[config.mk]
export PLATFORM = sky130hd
export DESIGN_NAME = kscan_top
export DESIGN_NICKNAME = d
export VERILOG_FILES = /design/src/kscan_pkg.sv /design/src/kscan_sync.sv /design/src/kscan_top.sv
export VERILOG_INCLUDE_DIRS = /design/src
export SDC_FILE = /design/constraint.sdc
export NUM_CORES = 1
export LEC_CHECK = 0
export ABC_AREA = 1
export BUFFER_PORTS_ARGS = -buffer_cell sky130_fd_sc_hd__buf_2
export CAP_MARGIN = 20
export CORE_MARGIN = 2
export CORE_UTILIZATION = 50
export CTS_CLUSTER_SIZE = 20
export DETAILED_ROUTE_END_ITERATION = 10
export HOLD_SLACK_MARGIN = 0.12
export MAX_ROUTING_LAYER = met4
export PLACE_DENSITY = 0.65
export SLEW_MARGIN = 20
export SYNTH_ARGS = -nofsm -noshare
export SYNTH_HDL_FRONTEND = slang
export SYNTH_HIERARCHICAL = 1
export SYNTH_SLANG_ARGS = --single-unit
[constraint.sdc]
create_clock -name i_sys_clk -period 3.15 [get_ports i_sys_clk]
set_clock_uncertainty 0.05 [all_clocks]
set_input_delay 0.63 -clock i_sys_clk [delete_from_list [all_inputs] [get_ports i_sys_clk]]
set_output_delay 0.63 -clock i_sys_clk [all_outputs]
set_load 0.02 [all_outputs]
[src/kscan_cfg.svh]
// Contract
// [RULE_01] Digit strobes pulse low in turn, 320 us.
// [RULE_02] Strobe low time follows the intensity duty.
// [RULE_03] Scan two keys per enabled digit only.
// [RULE_04] Scan loops; full debounce every 41 ms.
// [RULE_05] Newly pressed in both samples raises interrupt.
// [RULE_06] Any key combination detected, no lockout.
// [RULE_07] Port bits 7..5 choose shared pin function.
// [RULE_08] Port bits 4,3 choose sense input modes.
// [RULE_09] Port read returns config, levels, interrupt.
// [RULE_10] Two keyscan inputs eight keys, one four.
// [RULE_11] Debounced bit set since last read.
// [RULE_12] Debounced read clears; otherwise bits accumulate.
// [RULE_13] Debounced read clears pending interrupt.
// [RULE_14] Held key reported once until released.
// [RULE_15] No event queue; host reads each interrupt.
// [RULE_16] Debounced register ignores writes.
// [RULE_17] Pressed bit follows the latest key test.
// [RULE_18] Pressed read has no side effect.
// [RULE_19] Pressed register ignores writes.
// [RULE_20] Scan limit bounds the scanned keys.
// [RULE_21] Bit n of key registers is switch n.
`ifndef KSCAN_CFG_SVH
`define KSCAN_CFG_SVH

`define KS_ADDR_PORT 8'h06
`define KS_ADDR_DEB 8'h08
`define KS_ADDR_PRS 8'h0C

`define KS_CFG_FN_HI 7
`define KS_CFG_FN_LO 5
`define KS_CFG_SEG_BIT 7
`define KS_CFG_MODE_B 4
`define KS_CFG_MODE_A 3
`define KS_CFG_RST 5'h10

`define KS_CLK_MHZ 200
`define KS_STROBE_NOM_US 320
`define KS_SLOT_CYC (`KS_STROBE_NOM_US * `KS_CLK_MHZ)
`define KS_STEPS 64
`define KS_INT_MAX 6'h3F
`define KS_DUTY_MAX 7'h3F
`define KS_DB_HALF 5'h10
`define KS_KEY_B_OFS 3'h4

`endif

[src/kscan_pkg.sv]
`default_nettype none
package kscan_pkg;

	typedef struct packed {
		logic rd;
		logic wr;
		logic [7:0] addr;
		logic [7:0] wdata;
	} kscan_req_s;

	typedef enum logic [2:0] {
		KS_PIN_LOW = 3'b000,
		KS_PIN_HIGH = 3'b001,
		KS_PIN_IRQ_LO = 3'b010,
		KS_PIN_IRQ_HI = 3'b011
	} kscan_pinfn_e;

	typedef enum logic {
		KS_ST_ON = 1'b0,
		KS_ST_BLANK = 1'b1
	} kscan_phase_e;

endpackage
`default_nettype wire

[src/kscan_sync.sv]
`timescale 1ns/1ps
`default_nettype none
module kscan_sync (
	// Clock and reset.
	input wire logic i_sys_clk,
	input wire logic i_nrst,
	// Raw pin and filtered level.
	input wire logic i_async,
	output logic o_level
);
	logic ff1_reg, ff2_reg, ff3_reg, level_reg, level_next;

	// A change counts only once the second and third stages agree.
	always_comb begin
		level_next = level_reg;
		if (ff2_reg == ff3_reg) begin
			level_next = ff3_reg;
		end
	end

	// Pins idle high through the pullups, so reset to high.
	always_ff @(posedge i_sys_clk or negedge i_nrst) begin
		if (!i_nrst) begin
			ff1_reg <= 1'b1;
			ff2_reg <= 1'b1;
			ff3_reg <= 1'b1;
			level_reg <= 1'b1;
		end else begin
			ff1_reg <= i_async;
			ff2_reg <= ff1_reg;
			ff3_reg <= ff2_reg;
			level_reg <= level_next;
		end
	end

	assign o_level = level_reg;
endmodule
`default_nettype wire

[src/kscan_top.sv]
`timescale 1ns/1ps
`default_nettype none
`include "kscan_cfg.svh"
module kscan_top #(
	parameter int unsigned SLOT_CYC = `KS_SLOT_CYC
) (
	// Clock and reset.
	input wire logic i_sys_clk,
	input wire logic i_nrst,
	// Register access from the serial engine.
	input wire kscan_pkg::kscan_req_s i_reg_req,
	output logic [7:0] o_reg_rdata,
	// Display settings from the display core.
	input wire logic [5:0] i_intensity,
	input wire logic [1:0] i_scan_limit,
	input wire logic i_seg9_drive,
	// Sense pins.
	input wire logic i_sense_input_a,
	input wire logic i_sense_input_b,
	// Digit strobes and the shared pin.
	output logic [3:0] o_cathode_strobe_n,
	output logic o_shared_irq_segment_pin_o,
	output logic o_shared_irq_segment_pin_oe
);
	localparam int unsigned STEP_RAW = SLOT_CYC / `KS_STEPS;
	localparam int unsigned STEP_CYC = (STEP_RAW < 1) ? 1 : STEP_RAW;

	////////////////////////////////////////////////////////////////////
	logic lvl_a, lvl_b;

	kscan_sync u_sync_a (
		.i_sys_clk(i_sys_clk),
		.i_nrst(i_nrst),
		.i_async(i_sense_input_a),
		.o_level(lvl_a)
	);

	kscan_sync u_sync_b (
		.i_sys_clk(i_sys_clk),
		.i_nrst(i_nrst),
		.i_async(i_sense_input_b),
		.o_level(lvl_b)
	);

	////////////////////////////////////////////////////////////////////
	// Multiplex timing: a slot of 64 steps per digit.
	logic [31:0] cnt_reg, cnt_next;
	logic [5:0] step_reg, step_next;
	logic [1:0] digit_reg, digit_next;
	logic [4:0] pass_reg, pass_next;
	kscan_pkg::kscan_phase_e phase_reg, phase_next;
	logic [3:0] strobe_reg, strobe_next;
	logic [6:0] duty;
	logic step_end, sample_ev;

	always_comb begin
		duty = (i_intensity == `KS_INT_MAX) ? `KS_DUTY_MAX :
			{1'b0, i_intensity} + 7'h01; // [RULE_02]
		step_end = (cnt_reg == STEP_CYC - 1);
		sample_ev = step_end && (phase_reg == kscan_pkg::KS_ST_ON) &&
			({1'b0, step_reg} == duty - 7'h01);
		cnt_next = step_end ? 32'h0 : cnt_reg + 32'h1;
		step_next = step_reg;
		digit_next = digit_reg;
		pass_next = pass_reg;
		phase_next = phase_reg;
		if (step_end) begin
			step_next = step_reg + 6'h01;
			if ({1'b0, step_next} >= duty) begin
				phase_next = kscan_pkg::KS_ST_BLANK;
			end
			if (step_reg == 6'h3F) begin
				phase_next = kscan_pkg::KS_ST_ON;
				// Only digits up to the scan limit are strobed.
				if (digit_reg >= i_scan_limit) begin // [RULE_03] [RULE_20]
					digit_next = 2'h0;
					pass_next = pass_reg + 5'h01; // [RULE_04]
				end else begin
					digit_next = digit_reg + 2'h1; // [RULE_01]
				end
			end
		end
		strobe_next = 4'hF;
		// A lowered scan limit blanks a digit above it at once, not at slot end.
		if (phase_next == kscan_pkg::KS_ST_ON &&
			digit_next <= i_scan_limit) begin // [RULE_20]
			strobe_next = ~(4'h1 << digit_next); // [RULE_01]
		end
	end

	always_ff @(posedge i_sys_clk or negedge i_nrst) begin
		if (!i_nrst) begin
			cnt_reg <= 32'h0;
			step_reg <= 6'h00;
			digit_reg <= 2'h0;
			pass_reg <= 5'h00;
			phase_reg <= kscan_pkg::KS_ST_ON;
			strobe_reg <= 4'hF;
		end else begin
			cnt_reg <= cnt_next;
			step_reg <= step_next;
			digit_reg <= digit_next;
			pass_reg <= pass_next;
			phase_reg <= phase_next;
			strobe_reg <= strobe_next;
		end
	end

	assign o_cathode_strobe_n = strobe_reg;

	////////////////////////////////////////////////////////////////////
	// Key tests. Digit d serves switch d on input a, d+4 on input b.
	logic [7:3] cfg_reg, cfg_next;
	logic [7:0] first_reg, first_next;
	logic [7:0] held_reg, held_next;
	logic [7:0] prs_reg, prs_next;
	logic [7:0] deb_reg, deb_next;
	logic [7:0] new_deb;
	logic irq_reg, irq_next;
	logic [7:0] rdata_reg, rdata_next;
	logic [2:0] ka, kb;
	logic pa, pb;
	logic rd_deb, rd_prs;

	always_comb begin
		ka = {1'b0, digit_reg}; // [RULE_21]
		kb = ka + `KS_KEY_B_OFS;
		// A closed key pulls its sense pin low through the strobe.
		pa = cfg_reg[`KS_CFG_MODE_A] & ~lvl_a; // [RULE_10]
		pb = cfg_reg[`KS_CFG_MODE_B] & ~lvl_b; // [RULE_10]
		first_next = first_reg;
		held_next = held_reg;
		prs_next = prs_reg;
		new_deb = 8'h00;
		if (sample_ev) begin
			prs_next[ka] = pa; // [RULE_17]
			prs_next[kb] = pb; // [RULE_17]
			if (pass_reg == 5'h00) begin
				first_next[ka] = pa;
				first_next[kb] = pb;
			end
			if (pass_reg == `KS_DB_HALF) begin
				// Keys are judged independently, so no key masks another.
				new_deb[ka] = first_reg[ka] & pa & ~held_reg[ka]; // [RULE_05] [RULE_06] [RULE_14]
				new_deb[kb] = first_reg[kb] & pb & ~held_reg[kb]; // [RULE_05] [RULE_06] [RULE_14]
				held_next[ka] = (first_reg[ka] & pa) | (held_reg[ka] & pa); // [RULE_14]
				held_next[kb] = (first_reg[kb] & pb) | (held_reg[kb] & pb); // [RULE_14]
			end
		end
		// Keys past the scan limit are never strobed, so drop them.
		for (int i = 0; i < 4; i++) begin
			if (i > int'(i_scan_limit)) begin
				prs_next[i] = 1'b0; // [RULE_20]
				prs_next[i + 4] = 1'b0; // [RULE_20]
				held_next[i] = 1'b0;
				held_next[i + 4] = 1'b0;
			end
		end
	end

	////////////////////////////////////////////////////////////////////
	// Register access. Reads answer one cycle after the strobe.
	always_comb begin
		rd_deb = i_reg_req.rd && (i_reg_req.addr == `KS_ADDR_DEB);
		rd_prs = i_reg_req.rd && (i_reg_req.addr == `KS_ADDR_PRS);
		cfg_next = cfg_reg;
		if (i_reg_req.wr && (i_reg_req.addr == `KS_ADDR_PORT)) begin
			cfg_next = i_reg_req.wdata[7:3]; // [RULE_07] [RULE_08]
		end
		// Writes to the key registers fall through: no case for them.
		// A new event in the read cycle survives the clear.
		deb_next = (rd_deb ? 8'h00 : deb_reg) | new_deb; // [RULE_11] [RULE_12] [RULE_16] [RULE_19]
		irq_next = (rd_deb ? 1'b0 : irq_reg) | (|new_deb); // [RULE_05] [RULE_13]
		rdata_next = rdata_reg;
		if (i_reg_req.rd) begin
			unique case (i_reg_req.addr)
				`KS_ADDR_PORT: rdata_next = {cfg_reg, lvl_b, lvl_a, irq_reg}; // [RULE_09]
				`KS_ADDR_DEB: rdata_next = deb_reg; // [RULE_12] [RULE_15]
				`KS_ADDR_PRS: rdata_next = prs_reg; // [RULE_18]
				default: rdata_next = 8'h00;
			endcase
		end
	end

	////////////////////////////////////////////////////////////////////
	// Shared pin: open drain for logic and interrupt, push-pull segment.
	logic pin_o_reg, pin_o_next, pin_oe_reg, pin_oe_next;
	kscan_pkg::kscan_pinfn_e fn;

	always_comb begin
		fn = kscan_pkg::kscan_pinfn_e'(cfg_reg[`KS_CFG_FN_HI:`KS_CFG_FN_LO]);
		pin_o_next = 1'b0;
		pin_oe_next = 1'b0;
		if (cfg_reg[`KS_CFG_SEG_BIT]) begin
			pin_o_next = i_seg9_drive; // [RULE_07]
			pin_oe_next = 1'b1;
		end else begin
			unique case (fn)
				kscan_pkg::KS_PIN_LOW: pin_oe_next = 1'b1; // [RULE_07]
				kscan_pkg::KS_PIN_HIGH: pin_oe_next = 1'b0; // [RULE_07]
				kscan_pkg::KS_PIN_IRQ_LO: pin_oe_next = irq_next; // [RULE_07]
				kscan_pkg::KS_PIN_IRQ_HI: pin_oe_next = ~irq_next; // [RULE_07]
				default: pin_oe_next = 1'b0;
			endcase
		end
	end

	always_ff @(posedge i_sys_clk or negedge i_nrst) begin
		if (!i_nrst) begin
			cfg_reg <= `KS_CFG_RST;
			first_reg <= 8'h00;
			held_reg <= 8'h00;
			prs_reg <= 8'h00;
			deb_reg <= 8'h00;
			irq_reg <= 1'b0;
			rdata_reg <= 8'h00;
			pin_o_reg <= 1'b0;
			pin_oe_reg <= 1'b0;
		end else begin
			cfg_reg <= cfg_next;
			first_reg <= first_next;
			held_reg <= held_next;
			prs_reg <= prs_next;
			deb_reg <= deb_next;
			irq_reg <= irq_next;
			rdata_reg <= rdata_next;
			pin_o_reg <= pin_o_next;
			pin_oe_reg <= pin_oe_next;
		end
	end

	assign o_reg_rdata = rdata_reg;
	assign o_shared_irq_segment_pin_o = pin_o_reg;
	assign o_shared_irq_segment_pin_oe = pin_oe_reg;
endmodule
`default_nettype wire

==> results.py <==
metrics = {
    "timing": {
        "tns_ns": 0,
        "drv_slew": 0,
        "whs_ns": 0.237,
        "worst_slew_pin_slew_ns": 0.626,
        "period_needed_ns": 2.86,
        "finalSetupViolCount": 0,
        "max_freq_mhz": 349,
        "rsz0062_at_grt": "no",
        "max_slew_margin_pct": 58.2,
        "hold_violations": 0,
        "period_share_pct": 90.9,
    },
    "pwr": {
        "p_sw_mw": 0.625,
        "p_int_mw": 1.99,
        "peakVddDrop_uv": 450,
        "total_leakage_power_nw": 3.38,
        "p_sw_share_pct": 23.9,
        "pwr-share-seq_pct": 52.9,
        "clkPwrFrac_pct": 40.7,
        "p_per_area_nw_per_um2": 394,
        "pwr-share-comb_pct": 6.3,
    },
    "placed_design": {
        "dp_hpwl_um": 9770,
        "globalplace.congestion": 0.885,
        "portBuffers": 41,
    },
    "synthesis": {
        "synth_fp_nets": 792,
        "ys.warnings.count": 6,
        "yosys.area.top_type": "dfrtp_1",
        "yosys-top-cells-area": "dfrtp_1 40%, nand2_1 9.8%, inv_1 6.8%, dfstp_2 5.8%, nor2_1 5.4%",
        "syn_inst": 742,
        "synth_area_um2": 5890,
        "ys_types": 50,
        "post-synth-top-area-fraction_pct": 39.5,
        "ys_ff_latch": 106,
        "synth_area_per_cell_um2": 7.94,
        "seq_area_frac_synth_pct": 45.3,
    },
    "clock_tree": {
        "cts_made_buffers": 9,
        "cts_root_buf": "clkbuf_16",
        "cts.sinks": 106,
        "cts_setup_buffers": 0,
        "cts_resized": 0,
        "cts_tree": "yes",
        "cts_hold_buf": 0,
        "cts.reportedPaths.clkPinSlew_ns": 0.08,
        "clockBufferDepth": 2,
        "clkLatencyLatePin_ns": 0.36,
        "h-tree-depth": 3,
    },
    "grt": {
        "use_met3_pct": 5.45,
        "antenna_found_initial": 0,
        "grt.total_usage_pct": 22.3,
        "gr-total-overflow": 0,
        "grt_max_degree": 49,
        "grt_use_met2_pct": 36.1,
        "grt_busiest_layer": "met2",
        "first_global_vias": 4867,
        "grt_pass1_wl_um": 22300,
        "grtUsageMet1_pct": 27.2,
    },
    "drt": {
        "num_vias": 5059,
        "ant_nets": 0,
        "drc": 0,
        "via_per_inst": 5.31,
        "drtPass1Iterations": 6,
        "wl_per_cell_um": 13.6,
        "wirelength_um": 12900,
        "drt_iter0_markers": 289,
    },
    "critical_path": {
        "end_kind": "flip-flop",
        "start_kind": "flip-flop",
        "critical_path_class": "reg2reg",
        "crit_fanout": 4,
        "arrival_ns": 3.09,
        "cp.required_ns": 3.38,
    },
    "floorplanning": {
        "core-area_um2": 11500,
        "die_w_um": 113,
        "dieArea_um2": 12700,
        "ios": 45,
        "dieHeight_um": 113,
        "num_rows": 39,
        "initial_core_util_pct": 51.4,
    },
    "layout": {
        "syn2layout_area_growth_pct": 12.9,
        "drive_gt1_share_pct": 14.3,
        "diodes": 0,
        "final_nets": 854,
        "largest_register_ffs": 32,
    },
    "worst_hold_path": {
        "hold_path_class": "in2async",
    },
    "run_status": {
        "outcome": "finished, final reports clean",
    },
    "flow_run": {
        "maxCapViolCount": 0,
    },
}
## power by group through the flow
stage / Clock, mW / Sequential (mW) / Combinational (mW)
after floorplan: 0 / 1.41 / 0.0803
after global placement: 0 / 1.41 / 0.163
after detailed placement: 0 / 1.41 / 0.167
after CTS: 1.10 / 1.39 / 0.168
after global routing: 1.15 / 1.39 / 0.190
final: 1.07 / 1.39 / 0.165
## metrics by stage
step / instance area [µm²] / utilization, % / total power [mW] / setup slack (ns) / cells
2_1_floorplan: 5890 / - / 1.49 / 0.431 / 742
3_3_place_gp: 6370 / 55.5 / 1.57 / 0.0498 / 936
3_5_place_dp: 6370 / 55.5 / 1.58 / -0.0163 / 936
4_1_cts: 6650 / 58.0 / 2.65 / 0.260 / 952
5_1_grt: 6650 / 58.0 / 2.73 / 0.0109 / 952
6_report: 6650 / 58.0 / 2.62 / 0.286 / 952
## per-layer routing
layer / share of wire, % / vias up / wire, µm
met2: 48 / 126 / 6250
met5: 0 / - / 0
met1: 45 / 2338 / 5760
li1: - / 2566 / -
met4: 2.3 / 0 / 291
met3: 4.8 / 29 / 625
## critical path, stage by stage (launching register included)
cell and delay (ns):
dfrtp_1 0.37, ha_1 0.19, nand2_1 0.07, inv_2 0.08, nand2_1 0.05, nor4_1 0.22, nand2_1 0.09, nor2_1 0.10
nand4_1 0.20, nor2_1 0.14, nand2_1 0.11, o21ai_0 0.28, ha_1 0.30, inv_1 0.06, nor2_1 0.03, o21ai_0 0.13
nand2_1 0.09, nor2_1 0.14, nand2_1 0.07
## cells by family (layout without fill, tap and decap cells)
| logic type | count (synthesis) | count (layout) | synth area share (%) |
|---|---|---|---|
| simple gates | 363 | 363 | 28.1 |
| buf+inv | 116 | 183 | 7.41 |
| compound gates | 114 | 114 | 11.5 |
| flops | 106 | 106 | 45.3 |
| xor+xnor | 22 | 22 | 3.27 |
| fa+ha+maj | 19 | 19 | 4.04 |
| mux | 2 | 2 | 0.382 |
## worst paths after layout
path	startpoint	to	slack [ns]	depth (start not counted)
hold / removal	i_nrst	step_reg[2]	0.24	1
min in group i_sys_clk	u_sync_a/ff1_reg	u_sync_a/ff2_reg	0.31	0
setup reg to reg	cnt_reg[0]	o_cathode_strobe_n[0]	0.29	18
setup / recovery	cnt_reg[0]	o_cathode_strobe_n[0]	0.29	18
max in group asynchronous	i_nrst	prs_reg[4]	2.06	2
hold reg to reg	u_sync_a/ff1_reg	u_sync_a/ff2_reg	0.31	0
## cell usage after synthesis (all sizes together)
library cell,instances
ha,19
a21oi,24
nand3,52
nor3b,2
o22a,1
or2,1
dfstp,13
a211oi,1
clkbuf,3
nand3b,1
nor2,90
inv,110
o211ai,5
mux2,2
o21a,1
o221ai,1
nor3,24
xor2,17
nand4,17
o22ai,2
a221oi,3
clkinv,1
o211a,1
dfrtp,93
nor4b,2
a31oi,1
o21ai,56
nand2,164
nor4,9
xnor2,5
o21bai,1
a22o,6
a21boi,1
and2,1
o31ai,10
buf,2
## placed cells by master (no fill, tap or decap), drive strengths merged, types with 2 or more instances in the layout
master    synthesis  layout
nand2           164     164
inv             110     111
dfrtp            93      93
nor2             90      90
o21ai            56      56
buf               2      56
nand3            52      52
a21oi            24      24
nor3             24      24
ha               19      19
xor2             17      17
nand4            17      17
dfstp            13      13
clkbuf            3      11
o31ai            10      10
nor4              9       9
a22o              6       6
xnor2             5       5
o211ai            5       5
clkinvlp          0       4
a221oi            3       3
o22ai             2       2
nor3b             2       2
mux2              2       2
nor4b             2       2
## final cells by class
type	instances	area (µm²)
fill	1076	4820
clock inverter	5	38.8
multi-input combinational	520	2790
timing repair buffer	56	320
clock buffer	11	243
inverter	111	417
tap	143	179
sequential	106	2670
Power figures use the tool's default switching activity.
